[src/dpl_consts.svh]
// Register offsets, field positions, reset values and timing counts of the port pin block.
`ifndef DPL_CONSTS_SVH
`define DPL_CONSTS_SVH

`define DPL_ADDR_CTRL 12'h000
`define DPL_ADDR_PWR 12'h004
`define DPL_ADDR_GRN 12'h008
`define DPL_ADDR_AMB 12'h00c
`define DPL_ADDR_STAT 12'h010
`define DPL_ADDR_PINS 12'h014

`define DPL_CTRL_CFG_EXT 0
`define DPL_CTRL_LED_EN 1

`define DPL_STAT_DONE 0
`define DPL_STAT_POL 1
`define DPL_STAT_DIS_LSB 2
`define DPL_STAT_NREM_LSB 4
`define DPL_STAT_ENA_LSB 7
`define DPL_STAT_FIX_LSB 15

`define DPL_PINS_POL 0

`define DPL_CTRL_RST 1'b0
`define DPL_PWR_RST 7'h00
`define DPL_GRN_RST 7'h00
`define DPL_AMB_RST 3'h0

`define DPL_STRAP_OFF 2'b00
`define DPL_STRAP_ONE 2'b01
`define DPL_STRAP_TWO 2'b10
`define DPL_STRAP_THREE 2'b11

`define DPL_SETTLE_CYC 2'd2

`endif

[src/dpl_pkg.sv]
// Types shared by the port pin block modules.
package dpl_pkg;

  typedef enum logic [1:0] {
    DPL_CAP_SETTLE = 2'b01,
    DPL_CAP_DONE = 2'b10
  } dpl_cap_state_t;

  typedef struct packed {
    logic [7:0] s1;
    logic [7:0] s2;
  } dpl_sync_st_t;

  typedef struct packed {
    dpl_cap_state_t state;
    logic [1:0] cnt;
    logic done;
    logic pol;
    logic [1:0] dis;
    logic [1:0] nrem;
  } dpl_cap_st_t;

  typedef struct packed {
    logic cfg_ext;
    logic led_en;
    logic [7:1] pwr_req;
    logic [7:1] grn_req;
    logic [7:5] amb_req;
    logic pready;
    logic pslverr;
    logic [31:0] prdata;
    logic [7:1] pwr_out;
    logic [7:1] pwr_oe;
    logic [7:1] grn_out;
    logic [7:1] grn_oe;
    logic [7:5] amb_out;
    logic [7:5] amb_oe;
  } dpl_main_st_t;

endpackage

[src/dpl_strap_if.sv]
// Carrier for the captured strap values between the capture stage and the pin logic.
`timescale 1ns/1ns
interface dpl_strap_if;
  logic done;
  logic pol;
  logic [1:0] dis;
  logic [1:0] nrem;
  logic [7:0] live;

  modport cap (output done, output pol, output dis, output nrem, output live);
  modport use_side (input done, input pol, input dis, input nrem, input live);
endinterface

[src/dpl_sync.sv]
// Two-stage synchroniser for the strap and LED pin inputs.
`timescale 1ns/1ns
module dpl_sync
  import dpl_pkg::*;
(
  input wire logic pclk,
  input wire logic presetn,
  input wire logic ce,
  input wire logic [7:0] pin_in,
  output logic [7:0] pin_sync
);
  dpl_sync_st_t q;
  dpl_sync_st_t d;

  always_comb begin
    d = q;
    if (ce) begin
      d.s1 = pin_in;
      d.s2 = q.s1;
    end
  end

  always_ff @(posedge pclk or negedge presetn) begin
    if (!presetn) begin
      q <= '0;
    end else begin
      q <= d;
    end
  end

  assign pin_sync = q.s2;
endmodule

[src/dpl_strap_cap.sv]
// Captures the straps once the synchroniser has settled after reset release.
`timescale 1ns/1ns
`include "dpl_consts.svh"
module dpl_strap_cap
  import dpl_pkg::*;
(
  input wire logic pclk,
  input wire logic presetn,
  input wire logic ce,
  input wire logic [7:0] pin_sync,
  dpl_strap_if.cap strap
);
  dpl_cap_st_t q;
  dpl_cap_st_t d;

  always_comb begin
    d = q;
    if (ce) begin
      unique case (q.state)
        DPL_CAP_SETTLE: begin
          if (q.cnt == `DPL_SETTLE_CYC) begin
            d.state = DPL_CAP_DONE;
            d.done = 1'b1;
            d.pol = pin_sync[0];
            d.dis = pin_sync[4:3];
            d.nrem = pin_sync[2:1];
          end else begin
            d.cnt = q.cnt + 2'd1;
          end
        end
        DPL_CAP_DONE: begin
          d.state = DPL_CAP_DONE;
        end
        default: begin
          d.state = DPL_CAP_SETTLE;
        end
      endcase
    end
  end

  always_ff @(posedge pclk or negedge presetn) begin
    if (!presetn) begin
      q <= '{state: DPL_CAP_SETTLE, default: '0};
    end else begin
      q <= d;
    end
  end

  assign strap.done = q.done;
  assign strap.pol = q.pol;
  assign strap.dis = q.dis;
  assign strap.nrem = q.nrem;
  assign strap.live = pin_sync;
endmodule

[src/dpl_top.sv]
// Downstream port power enables, indicator LEDs and strap capture with an APB register file.
//
// Operation
// - Seven port power outputs whose active level follows the polarity strap.
// - Polarity strap captured at reset release; one means high, zero means low.
// - Green LEDs of ports seven to five are always active low.
// - Amber LEDs of ports seven to five are always active low.
// - With external config and LEDs enabled, green four and three are active low.
// - With external config and LEDs enabled, green two and one are active low.
// - Internal config samples two port-disable straps at reset release.
// - Disable code 00 none, 01 port 7, 10 ports 7-6, 11 ports 7-5.
// - Green four polarity from disable bit one, green three from bit zero.
// - Internal config samples two fixed-device straps at reset release.
// - Fixed code 00 none, 01 port 1, 10 ports 1-2, 11 ports 1-3.
// - Green two polarity from fixed bit one, green one from bit zero.
`timescale 1ns/1ns
`include "dpl_consts.svh"
module dpl_top
  import dpl_pkg::*;
(
  input wire logic pclk,
  input wire logic presetn,
  input wire logic ce,
  input wire logic psel,
  input wire logic penable,
  input wire logic pwrite,
  input wire logic [11:0] paddr,
  input wire logic [31:0] pwdata,
  output logic [31:0] prdata,
  output logic pready,
  output logic pslverr,
  input wire logic power_enable_polarity_strap,
  output logic [7:1] port_power_enable,
  output logic [7:1] port_power_enable_oe,
  input wire logic [7:1] green_port_led_in,
  output logic [7:1] green_port_led_out,
  output logic [7:1] green_port_led_oe,
  output logic [7:5] amber_port_led_out,
  output logic [7:5] amber_port_led_oe
);
  import dpl_pkg::*;

  dpl_strap_if strap ();
  logic [7:0] pin_sync;
  dpl_main_st_t q;
  dpl_main_st_t d;

  // The polarity strap sits on bit zero; the green pins follow at their port numbers.
  dpl_sync u_sync (
    .pclk(pclk),
    .presetn(presetn),
    .ce(ce),
    .pin_in({green_port_led_in, power_enable_polarity_strap}),
    .pin_sync(pin_sync)
  );

  dpl_strap_cap u_cap (
    .pclk(pclk),
    .presetn(presetn),
    .ce(ce),
    .pin_sync(pin_sync),
    .strap(strap.cap)
  );

  always_comb begin
    logic [7:1] ena;
    logic [7:1] fix;
    logic [7:1] led_low;
    logic [7:1] act;
    logic [31:0] rd;
    logic err;
    ena = 7'h7f;
    fix = 7'h00;
    led_low = 7'h7f;
    act = 7'h00;
    rd = 32'h0000_0000;
    err = 1'b0;
    d = q;

    // Strap decode applies only while the internal default configuration is in use.
    if (!q.cfg_ext) begin
      unique case (strap.dis)
        `DPL_STRAP_OFF: ena = 7'h7f;
        `DPL_STRAP_ONE: ena = 7'h3f;
        `DPL_STRAP_TWO: ena = 7'h1f;
        `DPL_STRAP_THREE: ena = 7'h0f;
      endcase
      unique case (strap.nrem)
        `DPL_STRAP_OFF: fix = 7'h00;
        `DPL_STRAP_ONE: fix = 7'h01;
        `DPL_STRAP_TWO: fix = 7'h03;
        `DPL_STRAP_THREE: fix = 7'h07;
      endcase
      led_low[4] = strap.dis[1];
      led_low[3] = strap.dis[0];
      led_low[2] = strap.nrem[1];
      led_low[1] = strap.nrem[0];
    end

    // Register read data is prepared in the setup phase and stands through the access phase.
    if (psel && !penable) begin
      unique case (paddr)
        `DPL_ADDR_CTRL: begin
          rd[`DPL_CTRL_CFG_EXT] = q.cfg_ext;
          rd[`DPL_CTRL_LED_EN] = q.led_en;
        end
        `DPL_ADDR_PWR: rd[7:1] = q.pwr_req;
        `DPL_ADDR_GRN: rd[7:1] = q.grn_req;
        `DPL_ADDR_AMB: rd[7:5] = q.amb_req;
        `DPL_ADDR_STAT: begin
          rd[`DPL_STAT_DONE] = strap.done;
          rd[`DPL_STAT_POL] = strap.pol;
          rd[`DPL_STAT_DIS_LSB +: 2] = strap.dis;
          rd[`DPL_STAT_NREM_LSB +: 2] = strap.nrem;
          rd[`DPL_STAT_ENA_LSB +: 7] = ena;
          rd[`DPL_STAT_FIX_LSB +: 7] = fix;
        end
        `DPL_ADDR_PINS: rd[7:0] = strap.live;
        default: err = 1'b1;
      endcase
      d.pready = 1'b1;
      d.prdata = rd;
      d.pslverr = err;
    end else begin
      d.pready = 1'b0;
      d.pslverr = 1'b0;
      d.prdata = 32'h0000_0000;
    end

    // A write lands at the edge that completes the access phase.
    if (psel && penable && q.pready && pwrite && !q.pslverr) begin
      unique case (paddr)
        `DPL_ADDR_CTRL: begin
          d.cfg_ext = pwdata[`DPL_CTRL_CFG_EXT];
          d.led_en = pwdata[`DPL_CTRL_LED_EN];
        end
        `DPL_ADDR_PWR: d.pwr_req = pwdata[7:1];
        `DPL_ADDR_GRN: d.grn_req = pwdata[7:1];
        `DPL_ADDR_AMB: d.amb_req = pwdata[7:5];
        default: d.pslverr = 1'b0;
      endcase
    end

    // A disabled port never gets power, and its indicators stay dark.
    act = q.pwr_req & ena;
    for (int p = 1; p <= 7; p++) begin
      d.pwr_oe[p] = strap.done;
      d.pwr_out[p] = strap.pol ? act[p] : !act[p];
      if (p >= 5) begin
        d.grn_oe[p] = strap.done;
        d.grn_out[p] = !(q.grn_req[p] && ena[p]);
        d.amb_oe[p] = strap.done;
        d.amb_out[p] = !(q.amb_req[p] && ena[p]);
      end else if (q.cfg_ext) begin
        d.grn_oe[p] = strap.done && q.led_en;
        d.grn_out[p] = !q.grn_req[p];
      end else begin
        d.grn_oe[p] = strap.done;
        d.grn_out[p] = led_low[p] ? !q.grn_req[p] : q.grn_req[p];
      end
    end

    if (!ce) begin
      d = q;
    end
  end

  always_ff @(posedge pclk or negedge presetn) begin
    if (!presetn) begin
      q <= '{cfg_ext: `DPL_CTRL_RST, led_en: `DPL_CTRL_RST, pwr_req: `DPL_PWR_RST,
             grn_req: `DPL_GRN_RST, amb_req: `DPL_AMB_RST, default: '0};
    end else begin
      q <= d;
    end
  end

  assign prdata = q.prdata;
  assign pready = q.pready;
  assign pslverr = q.pslverr;
  assign port_power_enable = q.pwr_out;
  assign port_power_enable_oe = q.pwr_oe;
  assign green_port_led_out = q.grn_out;
  assign green_port_led_oe = q.grn_oe;
  assign amber_port_led_out = q.amb_out;
  assign amber_port_led_oe = q.amb_oe;
endmodule

[config.mk]
export PLATFORM = sky130hd
export DESIGN_NAME = dpl_top
export DESIGN_NICKNAME = d
export VERILOG_FILES = /design/src/dpl_pkg.sv /design/src/dpl_strap_if.sv /design/src/dpl_sync.sv /design/src/dpl_strap_cap.sv /design/src/dpl_top.sv
export VERILOG_INCLUDE_DIRS = /design/src
export SDC_FILE = /design/constraint.sdc
export NUM_CORES = 1
export LEC_CHECK = 0
export BUFFER_PORTS_ARGS = -buffer_cell sky130_fd_sc_hd__buf_2
export CAP_MARGIN = 20
export CORE_ASPECT_RATIO = 1.75
export CORE_MARGIN = 2
export CORE_UTILIZATION = 54
export CTS_BUF_LIST = sky130_fd_sc_hd__clkbuf_4
export CTS_CLUSTER_DIAMETER = 50
export DETAILED_ROUTE_END_ITERATION = 6
export GPL_TIMING_DRIVEN = 0
export PLACE_DENSITY = 0.83
export SKIP_LAST_GASP = 1
export SLEW_MARGIN = 10
export SYNTH_ARGS = -nofsm -noshare
export SYNTH_HDL_FRONTEND = slang
export SYNTH_SLANG_ARGS = --single-unit
[constraint.sdc]
create_clock -name pclk -period 1.7 [get_ports pclk]
set_clock_uncertainty 0.15 [all_clocks]
set_input_delay 0.17 -clock pclk [delete_from_list [all_inputs] [get_ports pclk]]
set_output_delay 0.17 -clock pclk [all_outputs]
set_load 0.05 [all_outputs]
==> results.yml, run 1 <==
global_routing:
  antenna_found_initial: 0
  grt_pass1_vias: 3218
  grt_usage_pct: 23.8
  grt_max_degree: 55
  grt_first_pass_wirelength_mm: 15.8
  grt_overflow_total: 0
floorplanning:
  coreArea_um2: 7570
  die-area_um2: 8570
  fp-row-count: 42
  die_h_um: 121
  start_util_pct: 55.8
  fp.dieW_um: 70.8
  io_pins: 126
critical_path:
  startpoint_type: "register"
  worstSetupPathType: "reg -> reg"
  r2r_setup_slack_ps: -6
  reg2reg_depth: 4
  arrival_ps: 1880
  r2r_start: "pslverr"
  critPathCaptureType: "register"
  crit_required_ps: 1880
  worst-path-max-fanout: 4
  timing.rr.end: "q[69]"
power:
  irDropWorstVdd_uv: 1120
  p_leak_nw: 2.50
  p_per_area_nw_per_um2: 1290
timing:
  tns_ps: -6.04
  layout_setup_ws_ps: -6.04
  max_clock_freq_ghz: 0.586
  fin_crit_sh_pct: 100
  worst_pin_slew_ps: 535
  setup_viol: 1
  hold_viol_final: 0
  layout_min_cycle_time_ps: 1710
  rsz0062_at_grt: "true"
  slew_headroom_pct: 64.3
  report.final.slew_viol_count: 0
routing:
  wl_per_cell_um: 16.6
  totalWireLength_mm: 9.79
  post-route-drc-count: 0
  drtIter0Drc: 154
  vias: 3140
  drt-pass1-iter-count: 4
  vias_per_cell: 5.31
  ant_nets: 0
layout:
  instances_no_fill: 591
  synthToLayoutAreaGrowth_pct: 24.3
  fill_cells: 561
  nets: 558
  layout_commonest_cell: "buf_2"
  n_antenna_cell: 0
  final_area_um2: 5250
  layout-drive-gt1-share_pct: 49.7
  final_cell_mix: "buf_2 (83), dfrtp_1 (77), buf_4 (75)"
clock_network:
  cts_tree: "done"
  clk_path_buf_depth: 2
  htree_levels: 3
  ctsRootBufferMaster: "clkbuf_4"
  clk_latency_ps: 430
  cts_buffers: 9
  clk_pin_slew_worst_paths_ps: 130
  cts_sinks: 81
run:
  maxCapViolCount: 0
place:
  port_buffers: 86
  dpl.hpwl_mm: 7.39
  dpl.cell_count: 558
  dpl_cell_area_um2: 4870
  place.gp.congestion: 0.956
logic_synthesis:
  synthesis.area_um2: 4220
  ys_ff_latch: 81
  seq_area_frac_synth_pct: 48.1
  synth_area_leader_cell: "dfrtp_1"
  synthCells: 369
  synth_top_cell_area_share_pct: 47.4
  synth_warnings: 0
  async_flop_share_pct: 100
  synthTopCellsByArea: "dfrtp_1 (47%), mux2_2 (15%), buf_4 (12%), xnor2_1 (2.1%), o21ai_0 (1.9%)"
  synth.avg_cell_area_um2: 11.4
  synth_ff_type: "dfrtp_1"
  synth-edff-count: 0
  yosys.cell_types.count: 51
run_status:
  outcome: "complete, but fails checks"
  violations: "setup timing"
hold_path:
  hold_class: "in -> async"
## worst max-delay path: stages (launching register included)
cell,delay [ps]
dfrtp_2,420
nand4b_1,210
nor2_4,210
nand4_1,260
mux2_2,340
## synthesized netlist by cell type, types with 2 or more instances
library cell  instances
inv_1                17
xnor2_1              10
nand4_1               2
nor4_1                3
mux2_2               56
nor2_1               17
clkbuf_1              8
o21ai_0              16
or3_1                 3
buf_2                 4
nand3b_1              3
dfrtp_1              80
nand2b_1              2
buf_4                66
nand3_1               6
nor4_4                3
a22oi_1               3
a31oi_1               6
a222oi_1              2
a32o_1                2
or2_2                 2
a21oi_1               2
ha_1                  2
o2bb2ai_1             8
xor2_1                3
mux2i_1               6
nor3_1                2
nand2_1              12
## worst max path at each step
stage / endpoint / slack (ps) / cells past startpoint / startpoint
after floorplan: q[68] / -70 / 5 / paddr[9]
after global placement: q[69] / -520 / 6 / ce
after detailed placement: q[69] / -560 / 6 / ce
after CTS: q[69] / -20 / 4 / pslverr
after global routing: q[70] / -40 / 4 / pslverr
final: q[69] / -6 / 4 / pslverr
## timing repair
item	4_1_cts	5_1_grt
hold endpoints to repair	107	0
pin swaps	1	1
gates resized for setup	4	14
endpoints found under the setup margin	37	29
hold buffers	17	0
buffers inserted	0	3
## through the flow
step	setup WS (ps)	total power, mW	hold slack, ps	util, %
final	-6.04	6.79	43.0	69.3
after global routing	-43.0	7.08	69.8	69.3
after CTS	-20.2	6.75	32.5	68.8
after detailed placement	-558	5.46	-31.4	64.3
after global placement	-524	5.36	254	63.9
after floorplan	-73.6	4.82	-276	-
## area by class of cell
type	count	area [um^2]	area share [%]
well taps	88	110	2.10
plain buffers	77	556	10.6
clock buffers	12	90.1	1.72
flip-flops and latches	81	2030	38.7
repair buffers	107	666	12.7
inverters	18	67.6	1.29
clock inverters	4	67.6	1.29
multi-input cells	204	1660	31.6
## layer usage
layer	track usage [%]	wire length (um)	vias to the layer above
li1	-	-	1466
met1	26.2	3510	1541
met2	43.8	5490	107
met3	4.24	444	26
met4	10.5	342	0
met5	0	0	-
## state kept, by name (all words and copies together), names as in the netlist, 2 cells and up
register / count
q: 19
prdata: 15
u_sync.pin_sync: 8
u_sync.q: 8
green_port_led_out: 7
port_power_enable: 7
u_cap.q: 4
amber_port_led_out: 3
green_port_led_oe: 2
u_cap.strap.dis: 2
u_cap.strap.nrem: 2
## power breakdown
group / switching (mW) / internal, mW
combinational: 1.86 / 1.12
clock: 0.628 / 0.638
sequential: 0.287 / 2.25
total: 2.78 / 4.01
## logic make-up (layout without fill, tap and decap cells)
kind of cell    count (synthesis)  count (layout)  share of synthesized area [%]
buf+inv                        98             218                           14.9
flops                          81              81                           48.1
simple gates                   65              65                           9.64
mux                            62              62                           16.4
compound gates                 47              47                           7.68
xor+xnor                       13              13                           2.70
fa+ha+maj                       2               2                          0.593
other cells                     1              15                         0.0889
No activity file was read; power rests on OpenSTA's default activity.
==> run 2, diff against run 1 <==
--- a/config.mk
+++ b/config.mk
@@ -15,7 +15,7 @@
 export CTS_CLUSTER_DIAMETER = 50
 export DETAILED_ROUTE_END_ITERATION = 6
 export GPL_TIMING_DRIVEN = 0
-export PLACE_DENSITY = 0.83
+export PLACE_DENSITY = 0.8
 export SKIP_LAST_GASP = 1
 export SLEW_MARGIN = 10
 export SYNTH_ARGS = -nofsm -noshare
==> results.yml, run 2 (synthesized netlist as in run 1, its figures left out) <==
clock_network:
  htree_levels: 3
  clk_pin_slew_worst_paths_ps: 130
  clk_latency_ps: 460
  cts_tree: "done"
  clk_path_buf_depth: 2
  ctsRootBufferMaster: "clkbuf_4"
  cts_sinks: 81
  cts_buffers: 9
floorplanning:
  coreArea_um2: 7570
  die-area_um2: 8570
  fp.dieW_um: 70.8
  die_h_um: 121
  io_pins: 126
  fp-row-count: 42
  start_util_pct: 55.8
critical_path:
  cp.depth: 4
  path_cells: "nand4b_1 > nor2_4 > nand4_1 > mux2_2"
  worst-path-max-fanout: 4
  crit_required_ps: 1910
  critPathCaptureType: "register"
  arrival_ps: 1930
  worstSetupPathType: "reg -> reg"
  startpoint_type: "register"
  cpPeakStageDelay_ps: 430
  cp_top_family: "simple AND/OR/NAND/NOR gates"
  reg2reg_depth: 4
  critPathBufInv: 0
  cp_slowest_cell: "dfrtp_2"
timing:
  setup_viol: 3
  layout_setup_ws_ps: -14.3
  fin_crit_sh_pct: 101
  report.final.slew_viol_count: 0
  worst_pin_slew_ps: 619
  slew_headroom_pct: 58.8
  max_clock_freq_ghz: 0.583
  rsz0062_at_grt: "true"
  layout_min_cycle_time_ps: 1710
  hold_viol_final: 0
  tns_ps: -27.8
global_routing:
  grt_first_pass_wirelength_mm: 15.5
  grt_usage_pct: 23.9
  grt_max_degree: 46
  grt_overflow_total: 0
  antenna_found_initial: 1
  grt_pass1_vias: 3198
power:
  p_per_area_nw_per_um2: 1250
  p_leak_nw: 2.48
  irDropWorstVdd_uv: 901
routing:
  ant_nets: 0
  drtIter0Drc: 165
  post-route-drc-count: 0
  vias_per_cell: 5.20
  wl_per_cell_um: 16.4
  vias: 3086
  drt-pass1-iter-count: 4
  totalWireLength_mm: 9.73
place:
  dpl.cell_count: 558
  port_buffers: 86
  dpl.hpwl_mm: 7.33
  place.gp.congestion: 0.919
  dp_slack_ps: -520
hold_path:
  hold_class: "in -> async"
layout:
  largest_reg_flops: 19
  regMostFlops: "q"
  layout-drive-gt1-share_pct: 50.0
  synthToLayoutAreaGrowth_pct: 23.8
  final_cell_mix: "buf_2 (82), dfrtp_1 (76), buf_4 (69)"
  instances_no_fill: 593
  nets: 559
  layout_commonest_cell: "buf_2"
run_status:
  outcome: "complete, but fails checks"
  violations: "setup timing"
run:
  maxCapViolCount: 0
[run 2: cell types whose count changed in the layout (fill, tap and decap cells not counted), sizes merged]
cell,delta
buf,-1
bufinv,-2
clkbuf,-1
clkinv,+1
clkinvlp,+3
diode,+1
inv,+1
[run 2: final cells by class]
class	instances	area, um^2
Fill cell	603	2340
Timing Repair Buffer	107	683
Multi-Input combinational cell	204	1650
Clock buffer	9	67.6
Clock inverter	7	46.3
Sequential cell	81	2030
Tap cell	88	110
Inverter	18	71.3
Antenna cell	1	2.50
Buffer	78	559
[run 2: per-stage QoR]
step | util [%] | power (mW) | cell area, um^2 | hold slack [ps]
after global routing | 69.0 | 6.84 | 5220 | 22.8
final | 69.0 | 6.55 | 5220 | 46.6
after CTS | 68.1 | 6.44 | 5150 | 61.4
after detailed placement | 64.2 | 5.43 | 4860 | 16.5
after global placement | 63.9 | 5.37 | 4840 | 252
after floorplan | - | 4.82 | 4300 | -276
[run 2: report_power, final]
group / switching, mW / internal [mW] / total [mW]
sequential: 0.241 / 2.25 / 2.49
combinational: 1.90 / 1.17 / 3.07
clock: 0.696 / 0.296 / 0.992
total: 2.83 / 3.72 / 6.55
[run 2: what timing repair did]
action / in CTS / in global routing
pin swaps: 1 / 1
cloned: 0 / 0
endpoints found under the hold margin: 107 / 0
hold buffers: 17 / 0
setup buffers: 0 / 3
endpoints found under the setup margin: 36 / 26
gates resized for setup: 4 / 23
[run 2: final timing paths]
kind / from / endpoint / slack [ps]
worst max register to register: pslverr / q[68] / -10
worst min register to register: u_cap.q[6] / u_cap.q[6] / 330
worst max-delay path: pslverr / q[68] / -10
worst min-delay path: presetn / pslverr / 50
max in group asynchronous: presetn / u_cap.q[8] / 690
min in group pclk: ce / u_sync.q[11] / 50
[run 2: metal layers]
metal  vias up  GRT usage (%)  routed length, um  part of all wire (%)
met4         0           12.1                334                   3.4
met5         -              0                  0                     0
met1      1492           25.1               3550                    37
li1       1473              -                  -                     -
met3        27           5.23                446                   4.6
met2        94           43.9               5400                    55
==> run 3, diff against run 2 <==
--- a/config.mk
+++ b/config.mk
@@ -16,6 +16,7 @@
 export DETAILED_ROUTE_END_ITERATION = 6
 export GPL_TIMING_DRIVEN = 0
 export PLACE_DENSITY = 0.8
+export RECOVER_POWER = 25
 export SKIP_LAST_GASP = 1
 export SLEW_MARGIN = 10
 export SYNTH_ARGS = -nofsm -noshare
==> results.yml, run 3 (synthesized netlist as in run 1, its figures left out) <==
routing:
  post-route-drc-count: 0
  wl_per_cell_um: 16.4
  drtIter0Drc: 165
  ant_nets: 0
  vias: 3088
  totalWireLength_mm: 9.75
  vias_per_cell: 5.21
  drt-pass1-iter-count: 4
layout:
  final_area_um2: 5210
  final_cell_mix: "buf_2 (82), dfrtp_1 (76), buf_4 (68)"
  layout-drive-gt1-share_pct: 50.0
  nets: 559
  multi_input_area_um2: 1650
  layout_commonest_cell: "buf_2"
  fill_cells: 605
  largest_reg_flops: 19
  regMostFlops: "q"
  synthToLayoutAreaGrowth_pct: 23.5
  regArea_um2: 2030
power:
  p_sw_mw: 2.83
  switching_share_pct: 43.3
  p_per_area_nw_per_um2: 1260
  combPwrFrac_pct: 46.8
  p_leak_nw: 2.48
  pwr-share-clk_pct: 15.1
  total_power_mw: 6.55
  p_seq_share_pct: 38.0
  internal_power_mw: 3.72
  irDropWorstVdd_uv: 901
timing:
  max_clock_freq_ghz: 0.583
  holdWs_ps: 46.7
  hold_viol_final: 0
  report.final.slew_viol_count: 0
  tns_ps: -32.7
  setup_viol: 3
  layout_min_cycle_time_ps: 1720
  fin_crit_sh_pct: 101
  worst_pin_slew_ps: 937
  layout_setup_ws_ps: -15.9
  slew_headroom_pct: 37.5
  rsz0062_at_grt: "true"
global_routing:
  grt_usage_pct: 23.9
  antenna_found_initial: 1
  grt_first_pass_wirelength_mm: 15.5
  grt_pass1_vias: 3198
  grt_max_degree: 46
  grt_overflow_total: 0
floorplanning:
  io_pins: 126
  coreArea_um2: 7570
  fp.dieW_um: 70.8
  fp-row-count: 42
  start_util_pct: 55.8
  die_h_um: 121
  die-area_um2: 8570
run:
  maxCapViolCount: 0
clock_network:
  cts_tree: "done"
  ctsRootBufferMaster: "clkbuf_4"
  clk_path_buf_depth: 2
  cts_sinks: 81
  clk_pin_slew_worst_paths_ps: 130
  cts_buffers: 9
  htree_levels: 3
  clk_latency_ps: 460
critical_path:
  worstSetupPathType: "reg -> reg"
  critPathCaptureType: "register"
  worst-path-max-fanout: 4
  crit_required_ps: 1910
  r2r_setup_slack_ps: -20
  arrival_ps: 1930
  startpoint_type: "register"
place:
  port_buffers: 86
  dpl_cell_area_um2: 4860
  dpl.hpwl_mm: 7.33
  place.gp.congestion: 0.919
run_status:
  outcome: "complete, but fails checks"
  violations: "setup timing"
hold_path:
  hold_class: "in -> reg"
run 3: cell count changes in the layout (fill, tap and decap cells not counted):
cell,previous run,this run
buf_4,69,68
clkbuf_2,0,1
buf_12,1,0
buf_6,8,9
run 3: metrics by stage:
stage | setup slack [ps] | utilization, % | std cells
after floorplan | -73.6 | - | 383
after global placement | -523 | 63.9 | 557
after detailed placement | -520 | 64.2 | 558
after CTS | -4.28 | 68.1 | 590
after global routing | -60.1 | 68.9 | 593
final | -15.9 | 68.9 | 593
run 3: final timing paths:
kind	startpoint	to	cells past startpoint
min in group asynchronous	presetn	pslverr	2
max reg2reg	pslverr	q[68]	4
min reg2reg	u_cap.q[6]	u_cap.q[6]	1
min	ce	u_sync.q[11]	2
max	pslverr	q[68]	4
max in group asynchronous	presetn	u_cap.q[8]	3
run 3: timing repair:
action,in CTS,in global routing
pin swaps,1,1
endpoints found under the hold margin,107,0
resized for setup,4,23
hold buffers,17,0
cloned,0,0
buffers inserted,0,3
endpoints found under the setup margin,36,26
run 3: cell type report:
class                      count  share of cell area [%]
tap                           88                    2.11
clock inverter                 7                   0.888
multi-input combinational    204                    31.7
clock buffer                   9                    1.30
inverter                      18                    1.37
timing repair buffer         107                    12.9
sequential                    81                    39.0
buffer                        78                    10.7
antenna                        1                  0.0480
run 3: worst max-delay path, stage by stage (launching register included):
cell      delay [ps]
dfrtp_2          430
nand4b_1         230
nor2_4           210
nand4_1          250
mux2_2           340
run 3: power by group through the flow:
| stage | combinational (mW) | clock [mW] | sequential [mW] |
|---|---|---|---|
| 2_1_floorplan | 2.35 | 0 | 2.47 |
| 3_3_place_gp | 2.83 | 0 | 2.54 |
| 3_5_place_dp | 2.87 | 0 | 2.56 |
| 4_1_cts | 2.91 | 1.01 | 2.52 |
| 5_1_grt | 3.24 | 1.06 | 2.53 |
| 6_report | 3.07 | 0.991 | 2.49 |
run 3: metal layers:
layer,up-vias,GRT usage [%],wire length [um]
met4,0,12.1,334
met1,1493,25.1,3560
met5,-,0,0
met3,27,5.23,449
li1,1472,-,-
met2,96,43.9,5400
